File: src/common/pssg_params.svh
/*
  Constants of the press single stroke guard: clock rate, timing figures,
  register offsets, field positions and reset values.
  Assumes inclusion by bare name from the testbench and the design modules.
*/
`ifndef PSSG_PARAMS_SVH
`define PSSG_PARAMS_SVH

// ----------------------------------------------------------------------
// timing
// ----------------------------------------------------------------------
`define PSSG_CLK_HZ 125000000
`define PSSG_MS_PER_S 1000
`define PSSG_MS_CYCLES (`PSSG_CLK_HZ / `PSSG_MS_PER_S)
`define PSSG_MIN_PULSE_SHORT_MS 100
`define PSSG_MIN_PULSE_LONG_MS 350
`define PSSG_MAX_PULSE_S 30
`define PSSG_MAX_PULSE_MS (`PSSG_MAX_PULSE_S * `PSSG_MS_PER_S)
`define PSSG_MUTE_MIN_S 1
`define PSSG_MUTE_MAX_S 7200

// ----------------------------------------------------------------------
// synchronised input vector positions
// ----------------------------------------------------------------------
`define PSSG_IN_ONS 0
`define PSSG_IN_STAT 1
`define PSSG_IN_STRT 2
`define PSSG_IN_SAFE 3
`define PSSG_IN_URP 4
`define PSSG_IN_UPS 5
`define PSSG_IN_RST 6
`define PSSG_IN_W 7

// ----------------------------------------------------------------------
// register map (byte addresses)
// ----------------------------------------------------------------------
`define PSSG_ADDR_W 8
`define PSSG_OFS_CFG 8'h00
`define PSSG_OFS_STAT 8'h04
`define PSSG_OFS_IRQ_STS 8'h08
`define PSSG_OFS_IRQ_CLR 8'h0C
`define PSSG_OFS_IRQ_EN 8'h10

// ----------------------------------------------------------------------
// configuration fields
// ----------------------------------------------------------------------
`define PSSG_CFG_ILK_MSB 2
`define PSSG_CFG_ILK_LSB 0
`define PSSG_CFG_STRT_EN 3
`define PSSG_CFG_SAFE_EN 4
`define PSSG_CFG_UPS_EN 5
`define PSSG_CFG_RST_EN 6
`define PSSG_CFG_PEND_EN 7
`define PSSG_CFG_SMODE_MSB 9
`define PSSG_CFG_SMODE_LSB 8
`define PSSG_CFG_MMODE_MSB 11
`define PSSG_CFG_MMODE_LSB 10
`define PSSG_CFG_MIN_LONG 12
`define PSSG_CFG_TDC_DESEL 13
`define PSSG_CFG_MAXS_MSB 28
`define PSSG_CFG_MAXS_LSB 16
`define PSSG_CFG_MASK 32'h1FFF_3FFF
`define PSSG_CFG_RST 32'h0001_05C2

// mode encodings
`define PSSG_ILK_NONE 3'h1
`define PSSG_ILK_ALWAYS 3'h2
`define PSSG_ILK_ONS 3'h3
`define PSSG_ILK_TOP 3'h4
`define PSSG_ILK_PERM 3'h5
`define PSSG_SMODE_SINGLE 2'h2
`define PSSG_MMODE_SAFE 2'h2
`define PSSG_MMODE_BOTH 2'h3

// status and interrupt bits
`define PSSG_STAT_REL 8
`define PSSG_STAT_ARMED 9
`define PSSG_STAT_PEND 10
`define PSSG_STAT_MUTE 11
`define PSSG_IRQ_W 5
`define PSSG_IRQ_START 0
`define PSSG_IRQ_STOP 1
`define PSSG_IRQ_ARM 2
`define PSSG_IRQ_RESTART 3
`define PSSG_IRQ_MUTE_TO 4

`endif

File: src/common/pssg_pkg.sv
/*
  Types of the press single stroke guard: the state record of each module.
  Assumes the constants header is on the include path.
*/
package pssg_pkg;

  typedef struct packed {
    logic [6:0] sync1;
    logic [6:0] sync2;
    logic [6:0] prev;
    logic [16:0] tick_cnt;
    logic ms_tick;
    logic release_on;
    logic armed;
    logic pending;
    logic mute_prev;
    logic [31:0] cfg;
    logic [4:0] irq_sts;
    logic [4:0] irq_en;
    logic [31:0] rdata;
  } pssg_top_st_t;

  typedef struct packed {
    logic lvl_prev;
    logic ok;
    logic [14:0] hi_ms;
  } pssg_chk_st_t;

  typedef struct packed {
    logic up_prev;
    logic active;
    logic [9:0] ms_cnt;
    logic [12:0] s_cnt;
  } pssg_mute_st_t;

endpackage

File: src/common/pssg_sub_if.sv
/*
  Carrier between the guard core and its two timers.
  Assumes all signals live in the pclk domain.
*/
`timescale 1ns/100ps
interface pssg_sub_if;
  logic ms_tick;
  logic restart_lvl;
  logic min_long;
  logic restart_ok;
  logic upstroke_lvl;
  logic mute_en;
  logic [12:0] mute_max_s;
  logic muting;

  modport chk (input ms_tick, input restart_lvl, input min_long, output restart_ok);
  modport mute (input ms_tick, input upstroke_lvl, input mute_en, input mute_max_s,
                output muting);
  modport ctl (output ms_tick, output restart_lvl, output min_long, output upstroke_lvl,
               output mute_en, output mute_max_s, input restart_ok, input muting);
endinterface // pssg_sub_if

File: src/core/pssg_guard.sv
/*
  Press single stroke guard: grants the press release for one stroke,
  drops it at the upper reversal point, keeps a configurable restart
  interlock and mutes the safety permit during the upstroke. Registers over APB.
  Assumes the guard inputs come from logic outside pclk's domain and that
  the contact monitor raises the reversal point input on each return.
*/
`timescale 1ns/100ps
`include "pssg_params.svh"

// Behaviour
// - rising start command requests a start, falling edge requests a stop.
// - release rises on start edge with static permit high and no pending restart.
// - every rising edge of the reversal point input drops release.
// - interlock mode picks none, always, on-start, top, or permit conditions.
// - optional permit, contact, restart inputs and pending output ignored when off.
// - start mode picks jog (1) or one-shot single stroke start (2).
// - upstroke muting covers nothing, safety permit, or safety permit and start.
// - muting lasts at most a configured 1 to 7200 seconds.
// - minimum restart pulse is 100 ms or 350 ms.
// - deselect option: safety permit fall at the reversal point does not arm.
// - pending output shows an armed interlock that needs a restart.
// - after a drop at the reversal point a new start edge starts again, except in always and top modes, which arm.
// - restart pulse counts only if high phase is within minimum and 30 seconds.
// - always mode starts armed and arms on every stop except a deselected safety permit fall at the reversal point.
// - when muting times out a low muted input drops release.
// - one-shot mode ignores a falling start command once started.
module pssg_guard #(
  parameter int unsigned TICK_CYCLES = `PSSG_MS_CYCLES
) (
  input wire logic pclk,
  input wire logic presetn,
  input wire logic [7:0] paddr,
  input wire logic psel,
  input wire logic penable,
  input wire logic pwrite,
  input wire logic [31:0] pwdata,
  output logic [31:0] prdata,
  output logic pready,
  output logic pslverr,
  input wire logic on_start,
  input wire logic static_permit,
  input wire logic start_permit,
  input wire logic safety_permit,
  input wire logic upper_reversal_point,
  input wire logic upstroke_contact,
  input wire logic restart_req,
  output logic release_o,
  output logic restart_pending,
  output logic irq
);

  // ----------------------------------------------------------------------
  // constants and state
  // ----------------------------------------------------------------------
  localparam logic [16:0] TICK_LAST = 17'(TICK_CYCLES - 1);
  localparam logic [12:0] MUTE_MIN = 13'(`PSSG_MUTE_MIN_S);
  localparam logic [12:0] MUTE_MAX = 13'(`PSSG_MUTE_MAX_S);
  // armed from reset: an interlocked press never starts before a restart
  localparam pssg_pkg::pssg_top_st_t ST_RST = '{
    armed: 1'b1,
    cfg: `PSSG_CFG_RST,
    default: '0
  };

  pssg_pkg::pssg_top_st_t st_r;
  pssg_pkg::pssg_top_st_t st_nxt;
  pssg_sub_if sub ();

  logic [6:0] pins;
  logic [6:0] lvl;
  logic [6:0] rise;
  logic [6:0] fall;
  logic [2:0] ilk_mode;
  logic [1:0] mute_mode;
  logic [12:0] maxs_raw;
  logic ilk_on;
  logic single_mode;
  logic start_ok;
  logic safe_lvl;
  logic mute_safe;
  logic mute_ons;
  logic mute_end;
  logic stop_top;
  logic stop_ons;
  logic stop_stat;
  logic stop_safe;
  logic stop_any;
  logic arm_evt;
  logic start_evt;
  logic precond;
  logic acc;
  logic setup;
  logic mapped;
  logic [4:0] irq_evt;
  logic [4:0] irq_clr;

  // ----------------------------------------------------------------------
  // decoded configuration
  // ----------------------------------------------------------------------
  assign ilk_mode = st_r.cfg[`PSSG_CFG_ILK_MSB:`PSSG_CFG_ILK_LSB];
  assign mute_mode = st_r.cfg[`PSSG_CFG_MMODE_MSB:`PSSG_CFG_MMODE_LSB];
  assign maxs_raw = st_r.cfg[`PSSG_CFG_MAXS_MSB:`PSSG_CFG_MAXS_LSB];
  assign ilk_on = (ilk_mode != `PSSG_ILK_NONE);
  assign single_mode =
    (st_r.cfg[`PSSG_CFG_SMODE_MSB:`PSSG_CFG_SMODE_LSB] == `PSSG_SMODE_SINGLE);

  // ----------------------------------------------------------------------
  // input sampling
  // ----------------------------------------------------------------------
  assign pins = {restart_req, upstroke_contact, upper_reversal_point, safety_permit,
                 start_permit, static_permit, on_start};
  assign lvl = st_r.sync2;
  assign rise = st_r.sync2 & ~st_r.prev;
  assign fall = ~st_r.sync2 & st_r.prev;

  // disabled optional inputs read as permanently satisfied or idle
  assign start_ok = !st_r.cfg[`PSSG_CFG_STRT_EN] || lvl[`PSSG_IN_STRT];
  assign safe_lvl = !st_r.cfg[`PSSG_CFG_SAFE_EN] || lvl[`PSSG_IN_SAFE];
  assign precond = lvl[`PSSG_IN_STAT] && start_ok && safe_lvl;

  // ----------------------------------------------------------------------
  // timers
  // ----------------------------------------------------------------------
  assign sub.ms_tick = st_r.ms_tick;
  assign sub.restart_lvl = st_r.cfg[`PSSG_CFG_RST_EN] && lvl[`PSSG_IN_RST];
  assign sub.min_long = st_r.cfg[`PSSG_CFG_MIN_LONG];
  assign sub.upstroke_lvl = st_r.cfg[`PSSG_CFG_UPS_EN] && lvl[`PSSG_IN_UPS];
  assign sub.mute_en = (mute_mode == `PSSG_MMODE_SAFE) || (mute_mode == `PSSG_MMODE_BOTH);
  // a zero or oversized setting is held inside the legal range
  assign sub.mute_max_s = (maxs_raw < MUTE_MIN) ? MUTE_MIN :
                          (maxs_raw > MUTE_MAX) ? MUTE_MAX : maxs_raw;

  pssg_restart_chk u_chk (
    .pclk(pclk),
    .presetn(presetn),
    .sub(sub.chk)
  );

  pssg_mute_timer u_mute (
    .pclk(pclk),
    .presetn(presetn),
    .sub(sub.mute)
  );

  // ----------------------------------------------------------------------
  // stop causes
  // ----------------------------------------------------------------------
  assign mute_safe = sub.muting;
  assign mute_ons = sub.muting && (mute_mode == `PSSG_MMODE_BOTH);
  assign mute_end = st_r.mute_prev && !sub.muting;

  // the reversal point input must drop mid-stroke for this edge to come back
  assign stop_top = rise[`PSSG_IN_URP];
  assign stop_ons = !single_mode &&
    ((fall[`PSSG_IN_ONS] && !mute_ons) ||
     (mute_end && mute_mode == `PSSG_MMODE_BOTH && !lvl[`PSSG_IN_ONS]));
  assign stop_stat = !lvl[`PSSG_IN_STAT];
  // a low permit after muting ends is a level, so it stops at once
  assign stop_safe = !safe_lvl && !mute_safe;
  assign stop_any = st_r.release_on && (stop_top || stop_ons || stop_stat || stop_safe);

  // ----------------------------------------------------------------------
  // interlock arming
  // ----------------------------------------------------------------------
  always_comb begin
    logic perm;
    perm = stop_stat ||
           (stop_safe && !(st_r.cfg[`PSSG_CFG_TDC_DESEL] && lvl[`PSSG_IN_URP]));
    arm_evt = 1'b0;
    if (st_r.release_on) begin
      unique case (ilk_mode)
        `PSSG_ILK_NONE: arm_evt = 1'b0;
        `PSSG_ILK_ONS: arm_evt = stop_ons || perm;
        `PSSG_ILK_TOP: arm_evt = stop_top || perm;
        `PSSG_ILK_PERM: arm_evt = perm;
        // unused codes fall back to the strictest setting
        default: arm_evt = stop_top || stop_ons || perm;
      endcase
    end
  end

  assign start_evt = !st_r.release_on && rise[`PSSG_IN_ONS] && precond &&
                     !(st_r.armed && ilk_on);

  // ----------------------------------------------------------------------
  // register bus decode
  // ----------------------------------------------------------------------
  assign setup = psel && !penable;
  assign acc = psel && penable;
  assign mapped = (paddr == `PSSG_OFS_CFG) || (paddr == `PSSG_OFS_STAT) ||
                  (paddr == `PSSG_OFS_IRQ_STS) || (paddr == `PSSG_OFS_IRQ_CLR) ||
                  (paddr == `PSSG_OFS_IRQ_EN);
  assign irq_clr = (acc && pwrite && paddr == `PSSG_OFS_IRQ_CLR) ? pwdata[4:0] : 5'h00;

  always_comb begin
    irq_evt = '0;
    irq_evt[`PSSG_IRQ_START] = start_evt;
    irq_evt[`PSSG_IRQ_STOP] = stop_any;
    irq_evt[`PSSG_IRQ_ARM] = arm_evt && ilk_on;
    irq_evt[`PSSG_IRQ_RESTART] = sub.restart_ok && st_r.armed && ilk_on;
    irq_evt[`PSSG_IRQ_MUTE_TO] = mute_end && sub.upstroke_lvl;
  end

  // ----------------------------------------------------------------------
  // next state
  // ----------------------------------------------------------------------
  always_comb begin
    st_nxt = st_r;
    st_nxt.sync1 = pins;
    st_nxt.sync2 = st_r.sync1;
    st_nxt.prev = st_r.sync2;
    st_nxt.mute_prev = sub.muting;

    if (st_r.tick_cnt == TICK_LAST) begin
      st_nxt.tick_cnt = '0;
      st_nxt.ms_tick = 1'b1;
    end else begin
      st_nxt.tick_cnt = st_r.tick_cnt + 17'h0_0001;
      st_nxt.ms_tick = 1'b0;
    end

    // arming wins over a restart accepted in the same cycle
    st_nxt.armed = ilk_on && (arm_evt || (st_r.armed && !sub.restart_ok));

    if (st_r.release_on) begin
      st_nxt.release_on = !stop_any;
    end else begin
      st_nxt.release_on = start_evt;
    end

    st_nxt.pending = st_r.cfg[`PSSG_CFG_PEND_EN] && st_nxt.armed && precond;

    if (acc && pwrite && paddr == `PSSG_OFS_CFG) begin
      st_nxt.cfg = pwdata & `PSSG_CFG_MASK;
    end
    if (acc && pwrite && paddr == `PSSG_OFS_IRQ_EN) begin
      st_nxt.irq_en = pwdata[4:0];
    end
    st_nxt.irq_sts = (st_r.irq_sts & ~irq_clr) | irq_evt;

    // read data is caught in the setup cycle so prdata leaves a flop
    if (setup && !pwrite) begin
      st_nxt.rdata = '0;
      unique case (paddr)
        `PSSG_OFS_CFG: st_nxt.rdata = st_r.cfg;
        `PSSG_OFS_STAT: begin
          st_nxt.rdata[6:0] = lvl;
          st_nxt.rdata[`PSSG_STAT_REL] = st_r.release_on;
          st_nxt.rdata[`PSSG_STAT_ARMED] = st_r.armed && ilk_on;
          st_nxt.rdata[`PSSG_STAT_PEND] = st_r.pending;
          st_nxt.rdata[`PSSG_STAT_MUTE] = sub.muting;
        end
        `PSSG_OFS_IRQ_STS: st_nxt.rdata[4:0] = st_r.irq_sts;
        `PSSG_OFS_IRQ_EN: st_nxt.rdata[4:0] = st_r.irq_en;
        default: st_nxt.rdata = '0;
      endcase
    end
  end

  // ----------------------------------------------------------------------
  // state register
  // ----------------------------------------------------------------------
  always_ff @(posedge pclk or negedge presetn) begin
    if (!presetn) begin
      st_r <= ST_RST;
    end else begin
      st_r <= st_nxt;
    end
  end

  // ----------------------------------------------------------------------
  // outputs
  // ----------------------------------------------------------------------
  // release only rises when not armed and clears in the cycle arming sets
  assign release_o = st_r.release_on;
  assign restart_pending = st_r.pending;
  assign irq = |(st_r.irq_sts & st_r.irq_en);
  assign prdata = st_r.rdata;
  assign pready = 1'b1;
  assign pslverr = acc && !mapped;

endmodule // pssg_guard

File: src/core/pssg_mute_timer.sv
/*
  Upstroke muting timer: muting starts on the rising edge of the upstroke
  contact and ends on its fall or after the configured whole seconds.
  Assumes a synchronised contact level and a one-cycle millisecond tick.
*/
`timescale 1ns/100ps
`include "pssg_params.svh"
module pssg_mute_timer (
  input wire logic pclk,
  input wire logic presetn,
  pssg_sub_if.mute sub
);

  localparam logic [9:0] MS_LAST = 10'(`PSSG_MS_PER_S - 1);

  pssg_pkg::pssg_mute_st_t st_r;
  pssg_pkg::pssg_mute_st_t st_nxt;

  always_comb begin
    st_nxt = st_r;
    st_nxt.up_prev = sub.upstroke_lvl;
    if (!sub.mute_en || !sub.upstroke_lvl) begin
      st_nxt.active = 1'b0;
    end else if (!st_r.up_prev) begin
      st_nxt.active = 1'b1;
      st_nxt.ms_cnt = '0;
      st_nxt.s_cnt = '0;
    end else if (st_r.active && sub.ms_tick) begin
      if (st_r.ms_cnt == MS_LAST) begin
        st_nxt.ms_cnt = '0;
        st_nxt.s_cnt = st_r.s_cnt + 13'h0001;
        if (st_r.s_cnt + 13'h0001 >= sub.mute_max_s) begin
          st_nxt.active = 1'b0;
        end
      end else begin
        st_nxt.ms_cnt = st_r.ms_cnt + 10'h001;
      end
    end
  end

  always_ff @(posedge pclk or negedge presetn) begin
    if (!presetn) begin
      st_r <= '0;
    end else begin
      st_r <= st_nxt;
    end
  end

  assign sub.muting = st_r.active;

endmodule // pssg_mute_timer

File: src/core/pssg_restart_chk.sv
/*
  Restart pulse checker: flags a low-high-low pulse whose high phase lies
  between the selected minimum and the upper limit, in millisecond ticks.
  Assumes a synchronised level and a one-cycle millisecond tick.
*/
`timescale 1ns/100ps
`include "pssg_params.svh"
module pssg_restart_chk (
  input wire logic pclk,
  input wire logic presetn,
  pssg_sub_if.chk sub
);

  localparam logic [14:0] MAX_MS = 15'(`PSSG_MAX_PULSE_MS);
  localparam logic [14:0] SHORT_MS = 15'(`PSSG_MIN_PULSE_SHORT_MS);
  localparam logic [14:0] LONG_MS = 15'(`PSSG_MIN_PULSE_LONG_MS);

  pssg_pkg::pssg_chk_st_t st_r;
  pssg_pkg::pssg_chk_st_t st_nxt;
  logic [14:0] min_ms;

  assign min_ms = sub.min_long ? LONG_MS : SHORT_MS;

  always_comb begin
    st_nxt = st_r;
    st_nxt.ok = 1'b0;
    st_nxt.lvl_prev = sub.restart_lvl;
    if (sub.restart_lvl) begin
      if (!st_r.lvl_prev) begin
        st_nxt.hi_ms = '0;
      end else if (sub.ms_tick && st_r.hi_ms <= MAX_MS) begin
        // saturates one past the limit so an over-long pulse stays rejected
        st_nxt.hi_ms = st_r.hi_ms + 15'h0001;
      end
    end else if (st_r.lvl_prev) begin
      st_nxt.ok = (st_r.hi_ms >= min_ms) && (st_r.hi_ms <= MAX_MS);
    end
  end

  always_ff @(posedge pclk or negedge presetn) begin
    if (!presetn) begin
      st_r <= '0;
    end else begin
      st_r <= st_nxt;
    end
  end

  assign sub.restart_ok = st_r.ok;

endmodule // pssg_restart_chk
File: config.mk
export PLATFORM = sky130hd
export DESIGN_NAME = pssg_guard
export DESIGN_NICKNAME = d
export VERILOG_FILES = /design/src/common/pssg_pkg.sv /design/src/common/pssg_sub_if.sv /design/src/core/pssg_guard.sv /design/src/core/pssg_mute_timer.sv /design/src/core/pssg_restart_chk.sv
export VERILOG_INCLUDE_DIRS = /design/src /design/src/common
export SDC_FILE = /design/constraint.sdc
export NUM_CORES = 1
export LEC_CHECK = 0
export ABC_AREA = 0
export BUFFER_PORTS_ARGS = -buffer_cell sky130_fd_sc_hd__buf_4
export CAP_MARGIN = 10
export CORE_ASPECT_RATIO = 1.1
export CORE_MARGIN = 4
export CORE_UTILIZATION = 45
export DETAILED_ROUTE_END_ITERATION = 10
export GPL_TIMING_DRIVEN = 0
export HOLD_SLACK_MARGIN = 0.15
export MAX_ROUTING_LAYER = met4
export PLACE_DENSITY = 0.67
export SLEW_MARGIN = 10
export SYNTH_ARGS = -nofsm -noshare
export SYNTH_HDL_FRONTEND = slang
export SYNTH_SLANG_ARGS = --single-unit
File: constraint.sdc
create_clock -name pclk -period 2.4 [get_ports pclk]
set_clock_uncertainty 0.15 [all_clocks]
set_input_delay 0.48 -clock pclk [delete_from_list [all_inputs] [get_ports pclk]]
set_output_delay 0.48 -clock pclk [all_outputs]
set_load 0.02 [all_outputs]
== After elaboration in Yosys (flattened, before gate mapping) ==
Index checks and enable logic that the tools add are counted.
Word-level totals
  register bits: 152
  input bits: 52
  output and inout bits: 37
  word-level logic and storage cells: 160
Operators by class
  add/sub/neg operators: 4
  $lt $le $gt $ge: 5
  eq/ne operators: 20
  mux-type cells: 24
  bitwise logic cells: 9
  reduce and logical (&&, ||, !) cells: 78
Operators with widths (number)
  two-way mux 24 bit: 2
  two-way mux 13 bit: 3
  logical AND 1 bit: 37
  two-way mux 15 bit: 2
  case mux 5 bit (4 select lines): 1
  zero test 1 bit: 18
  two-way mux 18 bit: 1
  adder 17 x 1 -> 17 bit (second input constant): 1
  equality test 17 bit (second input constant): 1
  logical OR 1 bit: 17
  two-way mux 17 bit: 1
  equality test 8 x 4 -> 1 bit (second input constant): 2
  adder 15 x 1 -> 15 bit (second input constant): 1
  bitwise AND 5 bit: 3
  >= comparator 15 bit: 1
  <= comparator 15 bit (second input constant): 1
  adder 13 x 1 -> 13 bit (second input constant): 1
  >= comparator 13 bit: 1
  > comparator 13 bit (second input constant): 1
  < comparator 13 x 1 -> 1 bit (second input constant): 1
  adder 10 x 1 -> 10 bit (second input constant): 1
  equality test 10 bit (second input constant): 1
  two-way mux 10 bit: 1
  NOT 5 bit: 2
  22 further kinds: 39

== Logic depth before layout (Yosys ltp) ==
Gate-level depths: netlist of run 1.
  depth after elaboration: 14
  depth in mapped cells: 11
  gate-level depth less buffers: 10

== By module ==
A second synthesis of run 1 with hierarchy kept.
Second synthesis, totals
  cell total of the unflattened synthesis: 724
  area, all modules: 7673.6 um2
Modules (own cells, without submodules)
  pssg_guard: times used 1, cells each 391, area each 4747.1 um2, seq. area each 2561.2 um2
  pssg_mute_timer: times used 1, cells each 208, area each 1798.0 um2, seq. area each 625.6 um2
  pssg_restart_chk: times used 1, cells each 125, area each 1128.6 um2, seq. area each 425.4 um2

== Least setup slack after synthesis of run 1 ==
Ideal clock, no wire load.
  path kind: flip-flop to flip-flop
  from: register u_mute.st_r[2] in the netlist's numbering
  to: register u_mute.st_r (netlist bit u_mute.sub.muting)
  library setup time: 78 ps
  data arrival time: 2466 ps
  required time: 2172 ps
  setup slack: -294 ps
  stages on the path, launching flop included: 11
  path buffers: 1
  period minus slack after synthesis: 2694 ps
  cell sequence: dfrtp_1 -> and3_1 -> buf_2 -> nand4_1 -> o21a_1 -> or2_2 -> ha_1 -> a21oi_1 -> o2111ai_1 -> or4_1 -> a21oi_1
Between the ends
  longest elaborated chain between the ends: 4
RTL lines
  from (decl): RTL line pssg_mute_timer.sv:16  | pssg_pkg::pssg_mute_st_t st_r;
  from (signal assigned): RTL line pssg_mute_timer.sv:45  | st_r <= st_nxt;
  adder 13 x 1 -> 13 bit: RTL line pssg_mute_timer.sv:32  | if (st_r.s_cnt + 13'h0001 >= sub.mute_max_s) begin
  >= comparator 13 bit: RTL line pssg_mute_timer.sv:32
  inequality test 3 bit (no line)
  AND reduction 3 bit (no line)
No other way between the ends.
A chain may end at the register's enable or synchronous reset.

== Worst setup path in the final report of run 1 ==
  from: register st_r (netlist bit maxs_raw[0])
  to: register u_mute.st_r (netlist bit u_mute.sub.muting)
Between the ends
  longest elaborated chain between the ends: 6
  elaborated cells on any way between the ends: 7
  classes of those cells: order compare: 3; eq/ne: 1; mux: 2; reduce/logical: 1
RTL lines
  from (decl): RTL line pssg_guard.sv:66  | pssg_pkg::pssg_top_st_t st_r;
  from (signal assigned): RTL line pssg_guard.sv:268  | st_r <= st_nxt;
  > comparator 13 bit: RTL line pssg_guard.sv:132  | (maxs_raw > MUTE_MAX) ? MUTE_MAX : maxs_raw;
  two-way mux 13 bit: RTL line pssg_guard.sv:132
  two-way mux 13 bit *: RTL line pssg_guard.sv:131  | assign sub.mute_max_s = (maxs_raw < MUTE_MIN) ? MUTE_MIN :
  >= comparator 13 bit *: RTL line pssg_mute_timer.sv:32
  inequality test 3 bit (no line) *
  AND reduction 3 bit (no line) *
Mark *: on every way between the ends. The rest lies on a longest branch, timed or not.

==> results of run 1 <==
-- synth_stat cells (3+ instances only) --
library cell	count	area, um^2
and4_1	6	52.55
or2_2	5	31.28
nor4_4	3	63.81
inv_1	16	60.06
xnor2_1	27	236.5
or4_1	3	22.52
mux2i_1	7	70.07
dfstp_2	7	183.9
mux2_2	32	360.4
dfrtp_1	137	3428
a22o_1	22	192.7
nor2b_1	7	43.79
ha_1	22	275.3
nand2b_1	7	43.79
nor2_1	44	165.2
a21oi_1	22	110.1
a31o_2	4	35.03
nand4_1	19	118.9
nor3b_1	3	22.52
and2_1	7	43.79
a22oi_1	15	112.6
xor2_1	10	87.58
and3_1	10	62.56
nand2_1	82	307.8
a211oi_1	3	22.52
buf_6	3	33.78
o21ai_0	29	145.1
nand3_1	29	145.1
a31oi_1	4	25.02
buf_4	35	262.8
o31ai_1	3	22.52
o21ai_1	3	15.01
buf_2	6	30.03
nor4_1	8	50.05
clkbuf_1	12	45.04
nor3_1	9	45.04
-- cell families (layout without fill, tap and decap cells) --
family / Yosys count / in the layout / share of synthesized area, %
adders and majority gates: 22 / 22 / 3.779
AOI/OAI and AO/OA: 128 / 128 / 12.14
muxes: 39 / 39 / 5.909
buffers and inverters: 73 / 222 / 5.994
xor gates and xnor gates: 37 / 37 / 4.449
other: 2 / 6 / 0.1031
and+or+nand+nor: 253 / 253 / 18.04
DFF: 144 / 144 / 49.59
-- layer usage --
layer  wire, um  share of wire [%]  track usage, %  up-vias
met5          0                  0               -        -
met4        534                3.1           8.624        0
met3        849                4.9           3.614       37
met2       8325                 48           31.58      176
met1       7743                 44           26.22     2837
li1           -                  -               -     2756
-- sequential cells by signal, summed over array words and instances, names as in the netlist, 2 cells and up --
signal,cells
st_r,40
lvl,7
u_mute.st_r,24
maxs_raw,13
st_nxt,7
mute_mode,2
prdata,27
u_chk.st_r,16
ilk_mode,3
-- worst max-delay path, cell delays in order, from the launching register on --
cell and delay, ns:
dfstp_2 0.38, or4_4 0.55, o21ai_2 0.12, a21o_1 0.21
a32o_1 0.15, ha_1 0.22, nand2b_1 0.14, nand3_1 0.07
a211oi_1 0.07, or4_4 0.53, a21oi_2 0.13
-- area by class of cell --
| cell class | count | area [um^2] | share of cell area [%] |
|---|---|---|---|
| Sequential cell | 144 | 3615 | 39.42 |
| Multi-Input combinational cell | 485 | 3283 | 35.81 |
| Timing Repair Buffer | 117 | 972.2 | 10.60 |
| Clock buffer | 21 | 480.5 | 5.240 |
| Buffer | 57 | 380.4 | 4.148 |
| Tap cell | 200 | 250.2 | 2.729 |
| Clock inverter | 11 | 127.6 | 1.392 |
| Inverter | 16 | 60.06 | 0.6550 |
-- power breakdown --
group / switching [mW] / total, mW / internal, mW
clock network: 1.04 / 2.69 / 1.65
registers: 0.0301 / 2.50 / 2.47
logic: 0.154 / 0.297 / 0.143
total: 1.22 / 5.49 / 4.26
-- repair_timing --
| item | in CTS | in global routing |
|---|---|---|
| buffers inserted | 11 | 0 |
| endpoints found under the hold margin | 86 | 0 |
| pin swaps | 4 | 2 |
| setup endpoints to repair | 1 | 1 |
| hold buffers | 28 | 0 |
| resized for setup | 10 | 1 |
-- worst max path at each step --
stage | start | to | slack, ns | depth (start not counted)
2_1_floorplan | maxs_raw[2] | u_mute.sub.muting | -0.24 | 10
4_1_cts | maxs_raw[0] | u_mute.sub.muting | -0.36 | 10
3_3_place_gp | u_mute.st_r[2] | u_mute.sub.muting | -0.57 | 10
5_1_grt | maxs_raw[0] | u_mute.sub.muting | -0.50 | 10
6_report | maxs_raw[0] | u_mute.sub.muting | -0.38 | 10
3_5_place_dp | u_mute.st_r[2] | u_mute.sub.muting | -0.66 | 10
==> key figures, run 1 <==
Outcome
  – Status: finished, violations left
  – Failing checks: setup timing

Global route
  – GRT overflow: 0
  – Largest net degree at the start of global routing: 85
  – Initial antenna violation count: 0
  – Total Routing Usage GR: 20.31%
  – First-pass GRT wire length: 28.75 mm
  – Vias in the first global route: 5,831

STA
  – Tmin final: 2.777 ns
  – RSZ-0062 raised after global routing: yes
  – Pins over their slew limit: 0
  – Slew @ Worst Pin: 0.9480 ns
  – Final setup vio count: 1
  – Final period util: 115.7%
  – Relative slew margins: 36.31%
  – Final hold violation count: 0
  – Setup TNS: -0.3772 ns
  – Max Fclk: 0.3601 GHz
  – Final hold slack: 0.1697 ns
  – Setup ws final: -0.3772 ns

Floorplanning
  – Num ports: 89
  – DIE AREA: 0.01829 mm^2
  – Horiz. Die Dim: 129.3 um
  – Row count: 48
  – Core Footprint: 0.01580 mm^2
  – Initial Util: 46.12%
  – Die height: 141.4 um

Logic synthesis
  – Async S/R FF share, synth: 100.0%
  – Yosys warns: 0
  – Top_reg_cell synth: dfrtp_1
  – Seq/Total Area, Yosys: 49.59%
  – Post-Syn Area: 0.007284 mm^2
  – Count of cell types in the netlist: 65
  – Post-synth EDFFs: 0
  – Cells after Synth: 698
  – #FFs+latches synth: 144
  – Mean Syn Cell Area: 10.44 um^2

Pwr
  – Leak pwr: 4.286 nW
  – Total Power: 5.486 mW
  – Max rail drop VDD: 659.4 uV
  – Cell Pwr Density: 598.3 mW/mm^2

Clock network
  – Worst skew pair latency: 0.42 ns
  – H-tree depth: 4
  – Root buf cell: clkbuf_16
  – Clock transition at path regs: 0.06 ns
  – Total CTS buffers: 17
  – CTS tree: built
  – CTS sink cnt: 144
  – Clock buffer depth: 2

Routing
  – Via density: 5.524
  – Residual DRC: 0
  – Initial DRC count: 431
  – Routed WL per cell: 16.61 um
  – Final ANT Viol Nets: 0
  – Post-Route WL: 17.45 mm
  – TritonRoute pass-1 iters: 5
  – DR vias: 5,806

Cells and area
  – Final Util: 58.05%
  – Antenna Cells: 0
  – Most frequent cells in the layout: dfrtp_1 (135), buf_4 (122), nand2_1 (82)
  – Share of post-route cells with drive strength above 1: 27.26%
  – Cell Count, Final, Fillers Out: 1,051
  – Finished Cell Area: 0.009169 mm^2
  – Final #Nets: 912
  – Synthesis-to-finish area growth: 25.87%
  – Most common cell after layout, fill and taps aside: dfrtp_1
  – Layout fillers: 1,308

Min path
  – Hold Crit Depth: 2
  – Hold path endpoint: maxs_raw[8]
  – Hold crit path type: in -> reg
  – Worst Hold Launch: pwdata[24]

Placement
  – DP Area: 0.008160 mm^2
  – Placed insts: 980
  – Pre-CTS WS: -0.6582 ns
  – DP Wirelength: 12.30 mm
  – I/O Buffers: 77
  – Final RePlAce weighted congestion: 0.9416

Critical path
  – CP startpoint kind: register
  – Setup CP Type: reg -> reg
  – Critical path arrival: 2.97 ns
  – Crit-path max FO: 5
  – R2r worst-path depth: 10
  – R2r endpoint: u_mute.sub.muting
  – R2r setup slk: -0.38 ns
  – Nature of the critical path endpoint: register
  – Worst EP required: 2.59 ns
  – Reg2reg start: maxs_raw[0]

Run
  – Max_cap viols: 0
Note: power is estimated with default switching activity, not from simulation.
==> run 2, diff against run 1 <==
PLACE_DENSITY = default   (was 0.67)
clock period = 3.3 ns   (was 2.4 ns; I/O delays follow)
==> run 2 against run 1 <==
  * The run now ends clean
  * Non-clock buffer count decreased by 38
  * Clock power fell by 32%
  * Combinational power fell by 37%
  * Register-to-register slack improved by 0.61 ns
  * Sequential cell count stayed put
  * Die area stayed put
  * Sequential power down 27%
  * Global-route usage is 0.52 points lower
  * Utilization shrank 2.8 points
==> key figures, run 2 (synthesis results as in run 1) <==
Outcome
  – Status: finished clean

Min path
  – Worst Hold Launch: st_nxt[105]
  – Hold path endpoint: lvl[2]
  – Hold crit path type: reg -> reg
  – Hold Crit Depth: 0 (-2)

Run
  – Max_cap viols: 0 (unchanged)

STA
  – Slew @ Worst Pin: 0.7565 ns (-0.1915 ns)
  – Pins over their slew limit: 0 (unchanged)
  – Tmin final: 3.062 ns (+0.2851 ns)
  – Relative slew margins: 48.26% (+12 points)
  – Final period util: 92.80% (-23 points)
  – Max Fclk: 0.3266 GHz (-9.3%)
  – Final setup vio count: 0 (-1)
  – RSZ-0062 raised after global routing: no
  – Final hold violation count: 0 (unchanged)
  – Setup TNS: 0 ns (+0.3772 ns)

Critical path
  – Worst EP required: 3.49 ns (+0.90 ns)
  – Critical path arrival: 3.25 ns (+0.28 ns)
  – Crit-path max FO: 7 (+2)
  – R2r endpoint: u_mute.sub.muting
  – Nature of the critical path endpoint: register
  – Setup CP Type: reg -> reg
  – R2r setup slk: 0.24 ns (+0.61 ns)
  – CP startpoint kind: register
  – R2r worst-path depth: 10 (unchanged)
  – Reg2reg start: u_mute.st_r[0]

Placement
  – Final RePlAce weighted congestion: 0.8718 (-7.4%)
  – DP Wirelength: 12.44 mm (+1.1%)
  – I/O Buffers: 77 (unchanged)

Cells and area
  – Most common cell after layout, fill and taps aside: dfrtp_1
  – Antenna Cells: 0 (unchanged)
  – Final #Nets: 874 (-4.2%)
  – Most frequent cells in the layout: dfrtp_1 (137), buf_4 (111), nand2_1 (82)
  – Biggest register: st_r
  – Max FFs per register: 40 (unchanged)
  – Share of post-route cells with drive strength above 1: 25.71% (-1.6 points)
  – Synthesis-to-finish area growth: 19.89%
  – Final Util: 55.29% (-2.8 points)

Clock network
  – CTS tree: built
  – Clock transition at path regs: 0.06 ns (about the same)
  – CTS sink cnt: 144 (unchanged)
  – # Post-CTS Setup Buffers: 0 (-11)
  – H-tree depth: 4 (unchanged)
  – Clock buffer depth: 2 (unchanged)
  – Root buf cell: clkbuf_16
  – Total CTS buffers: 17 (unchanged)
  – Worst skew pair latency: 0.42 ns (about the same)

Floorplanning
  – Row count: 48 (unchanged)
  – Core Footprint: 0.01580 mm^2 (unchanged)
  – Die height: 141.4 um (unchanged)
  – Horiz. Die Dim: 129.3 um (unchanged)
  – DIE AREA: 0.01829 mm^2 (unchanged)
  – Num ports: 89 (unchanged)
  – Initial Util: 46.12% (unchanged)

Pwr
  – Leak pwr: 4.084 nW (-4.7%)
  – Max rail drop VDD: 397.1 uV (-40%)
  – Cell Pwr Density: 439.7 mW/mm^2 (-27%)

Routing
  – DR vias: 5,593 (-3.7%)
  – Routed WL per cell: 16.59 um (about the same)
  – Post-Route WL: 16.81 mm (-3.7%)
  – Residual DRC: 0 (unchanged)
  – TritonRoute pass-1 iters: 8 (+3)
  – Initial DRC count: 332 (-23%)
  – Via density: 5.521 (about the same)
  – Final ANT Viol Nets: 0 (unchanged)

Global route
  – Total Routing Usage GR: 19.79% (-0.52 points)
  – Largest net degree at the start of global routing: 92 (+8.2%)
  – GRT overflow: 0 (unchanged)
  – Vias in the first global route: 5,595 (-4.0%)
  – Initial antenna violation count: 0 (unchanged)
  – First-pass GRT wire length: 27.86 mm (-3.1%)
## run 2: how the worst max path moves through the flow
stage	startpoint	end	slack [ns]	cells after the start
finish	u_mute.st_r[0]	u_mute.sub.muting	0.24	10
global route	u_mute.st_r[0]	u_mute.sub.muting	0.03	10
CTS	u_mute.st_r[2]	u_mute.sub.muting	0.22	10
detailed placement	u_mute.st_r[0]	u_mute.sub.muting	0.25	10
global placement	u_mute.st_r[0]	u_mute.sub.muting	0.27	10
floorplan	u_mute.st_r[2]	u_mute.sub.muting	0.61	10
## run 2: layout make-up
type                    instances  area, um^2
plain buffers                  57       376.6
flip-flops and latches        144        3612
well taps                     200       250.2
multi-input cells             485        3251
fillers                      1404        7062
inverters                      16       60.06
clock buffers                  21       460.4
repair buffers                 79       619.3
clock inverters                11       103.9
## run 2: power breakdown
group | switching (mW) | internal, mW
Clock | 0.750 | 1.08
Combinational | 0.105 | 0.0819
Sequential | 0.0221 | 1.80
## run 2: critical path: stages (launching register included)
cell and delay, ns:
dfrtp_1 0.46, ha_1 0.18, clkbuf_1 0.26, nand3_1 0.17
or2_2 0.36, xnor2_1 0.14, ha_1 0.33, nand2_1 0.07
o2111ai_1 0.13, or4_1 0.56, a21oi_1 0.17
## run 2: what timing repair did
action,CTS,global route
gates resized for setup,0,0
hold buffers,1,0
endpoints found under the hold margin,53,0
## run 2: through the flow
stage | hold WS (ns) | total power, mW | instances | setup WS, ns | cell area (um^2)
after floorplan | 0.1812 | 1.923 | 702 | 0.6063 | 7300
after global placement | 0.1828 | 2.032 | 979 | 0.2683 | 8128
after detailed placement | 0.1847 | 2.040 | 980 | 0.2547 | 8159
after CTS | 0.1721 | 3.890 | 1013 | 0.2222 | 8733
after global routing | 0.1720 | 3.982 | 1013 | 0.03049 | 8733
final | 0.1943 | 3.840 | 1013 | 0.2377 | 8733
## run 2: layer usage
metal	up-vias	share of wire (%)	wire length (um)	GRT usage [%]
met4	0	2.2	362	7.739
li1	2679	-	-	-
met3	29	4.3	730	3.840
met1	2748	45	7606	25.51
met5	-	0	0	-
met2	137	48	8110	30.92
==> run 3, diff against run 2 <==
CORE_UTILIZATION = 28   (was 45)
==> run 3 against run 2 <==
  * Power is 8.7% higher
  * Routed wire length is 5.2% higher
  * Clock power grew 18%
  * Largest power group unchanged
  * Cell area up 3.2%
  * Maximum frequency grew 0.69%
  * Count of clock-buffer cells in the layout is 3 lower
  * Global-route usage decreased by 6.6 points
  * Combinational power is essentially flat
==> key figures, run 3 (synthesis results as in run 1) <==
STA
  – Max Fclk: 0.3288 GHz (+0.69%)
  – Final hold slack: 0.1833 ns (-0.01101 ns)
  – Tmin final: 3.041 ns (-0.02086 ns)
  – Setup TNS: 0 ns (unchanged)
  – Slew @ Worst Pin: 0.7513 ns (-0.005199 ns)
  – Final hold violation count: 0 (unchanged)
  – Final setup vio count: 0 (unchanged)
  – RSZ-0062 raised after global routing: no
  – Pins over their slew limit: 0 (unchanged)
  – Final period util: 92.16% (-0.63 points)
  – Relative slew margins: 48.62% (+0.36 points)

Clock network
  – # Post-CTS Setup Buffers: 0 (unchanged)
  – CTS sink cnt: 144 (unchanged)
  – Total CTS buffers: 17 (unchanged)
  – H-tree depth: 4 (unchanged)
  – Clock transition at path regs: 0.06 ns (about the same)
  – CTS tree: built
  – Clock buffer depth: 2 (unchanged)
  – Root buf cell: clkbuf_16
  – Worst skew pair latency: 0.43 ns (about the same)

Routing
  – Final ANT Viol Nets: 0 (unchanged)
  – Residual DRC: 0 (unchanged)
  – DRT met1 WL: 8.684 mm (+14%)
  – Initial DRC count: 318 (-4.2%)
  – DR vias: 5,499 (-1.7%)
  – Met2 WL: 7.916 mm (-2.4%)
  – Top Metal Used: met4
  – Routed WL per cell: 15.27 um (-8.0%)
  – TritonRoute pass-1 iters: 5 (-3)
  – Post-Route WL: 17.68 mm (+5.2%)
  – Via density: 4.749 (-14%)
  – Metal3 WL: 743 um (+1.8%)

Min path
  – Hold crit path type: in -> reg

Critical path
  – CP startpoint kind: register
  – Most used cell, CP: a21oi_1
  – Slowest CP cell: or4_1
  – CP cell instances: and3_1 -> buf_2 -> nand4_1 -> o21a_1 -> or2_2 -> ha_1 -> a21oi_1 -> o2111ai_1 -> or4_1 -> a21oi_1
  – Crit-path max FO: 7 (unchanged)
  – Crit path largest cell delay: 0.61 ns (+0.05 ns)
  – Setup CP Type: reg -> reg
  – R2r setup slk: 0.26 ns (+0.02 ns)
  – Worst EP required: 3.50 ns (about the same)
  – Nature of the critical path endpoint: register
  – Critical path arrival: 3.24 ns (about the same)

Global route
  – Total Routing Usage GR: 13.14% (-6.6 points)
  – First-pass GRT wire length: 29.06 mm (+4.3%)
  – GRT overflow: 0 (unchanged)
  – Initial antenna violation count: 0 (unchanged)
  – Largest net degree at the start of global routing: 110 (+20%)
  – Vias in the first global route: 5,496 (-1.8%)

Cells and area
  – Antenna Cells: 0 (unchanged)
  – Biggest register: st_r
  – Final #Nets: 873 (-0.11%)
  – Most common cell after layout, fill and taps aside: dfrtp_1
  – Synthesis-to-finish area growth: 23.67%
  – Cell Count, Final, Fillers Out: 1,158 (+14%)
  – Max FFs per register: 40 (unchanged)
  – Share of post-route cells with drive strength above 1: 25.99% (+0.28 points)
  – Most frequent cells in the layout: dfrtp_1 (136), buf_4 (111), nand2_1 (82)
  – Final Util: 35.34% (-20 points)

Placement
  – Placed insts: 1,126 (+15%)
  – I/O Buffers: 77 (unchanged)
  – Final RePlAce weighted congestion: 0.8487 (-2.6%)
  – DP Wirelength: 12.80 mm (+3.0%)

Pwr
  – Leak pwr: 4.126 nW (+1.0%)
  – Cell Pwr Density: 463.4 mW/mm^2 (+5.4%)
  – Total Power: 4.174 mW (+8.7%)
  – Clock share of power: 51.8% (+4.1 points)
  – Max rail drop VDD: 308.0 uV (-22%)
  – Seq pwr share: 43.6% (-3.8 points)
  – Logic gate share of total power: 4.5% (-0.4 points)
  – P_int: 3.236 mW (+9.2%)
  – Psw: 0.9382 mW (+7.0%)
  – Sw Share: 22.47% (-0.37 points)

Floorplanning
  – Num ports: 89 (unchanged)
  – Core Footprint: 0.02549 mm^2 (+61%)
  – Initial Util: 28.58% (-18 points)
  – Die height: 177.2 um (+25%)
  – Row count: 61 (+27%)
  – DIE AREA: 0.02866 mm^2 (+57%)
  – Horiz. Die Dim: 161.8 um (+25%)

Run
  – Max_cap viols: 0 (unchanged)

Outcome
  – Status: finished clean
==> run 3: changes by cell type in the layout (fill, tap and decap cells not counted), sizes merged <==
cell	previous run	this run
bufinv	1	5
clkbuf	34	30
clkinv	4	3
clkinvlp	2	1
inv	20	21
==> run 3: worst max-delay path, delay by kind of cell, from the launching register on <==
family	cells	cell delay [ns]
AO/OA/AOI/OAI	4	0.75
adder cells (fa/ha/maj)	1	0.19
AND/OR/NAND/NOR	4	1.29
buffers and inverters	1	0.15
flip-flops	1	0.42
==> run 3: metal layers <==
| layer | GRT usage [%] | up-vias |
|---|---|---|
| met5 | - | - |
| met4 | 4.547 | 0 |
| met3 | 2.749 | 26 |
| met2 | 19.31 | 131 |
| met1 | 18.07 | 2668 |
| li1 | - | 2674 |
==> run 3: what timing repair did <==
item	in CTS	in global routing
gates resized for setup	0	1
hold buffers	1	0
endpoints found under the setup margin	0	1
endpoints found under the hold margin	35	0
==> run 3: layout make-up <==
class | instances | area [um^2]
clock inverter | 14 | 226.5
timing repair buffer | 79 | 623.1
clock buffer | 18 | 429.2
sequential | 144 | 3613
multi-input combinational | 485 | 3251
inverter | 16 | 60.06
fill | 2601 | 16480
buffer | 56 | 372.9
tap | 346 | 432.9
==> run 3: worst paths after layout <==
| path | startpoint | to | depth (start not counted) |
|---|---|---|---|
| max in group asynchronous | presetn | ilk_mode[1] | 3 |
| setup reg to reg | u_mute.st_r[2] | u_mute.sub.muting | 10 |
| hold reg to reg | st_nxt[106] | lvl[3] | 0 |
| hold / removal | on_start | st_nxt[103] | 1 |
| setup / recovery | u_mute.st_r[2] | u_mute.sub.muting | 10 |
| min in group asynchronous | presetn | prdata[28] | 2 |
==> run 3: power by group through the flow <==
stage | Combinational [mW] | Clock (mW) | Sequential, mW
floorplan | 0.0788 | 0 | 1.84
global placement | 0.185 | 0 | 1.85
detailed placement | 0.192 | 0 | 1.85
CTS | 0.193 | 2.22 | 1.82
global route | 0.212 | 2.28 | 1.82
finish | 0.189 | 2.16 | 1.82
==> run 3: metrics by stage <==
| step | instance area (um^2) | worst slack (ns) |
|---|---|---|
| final | 9009 | 0.2586 |
| after detailed placement | 8346 | 0.1336 |
| after floorplan | 7300 | 0.6063 |
| after CTS | 9011 | 0.1182 |
| after global routing | 9009 | 0.04961 |
| after global placement | 8310 | 0.1275 |
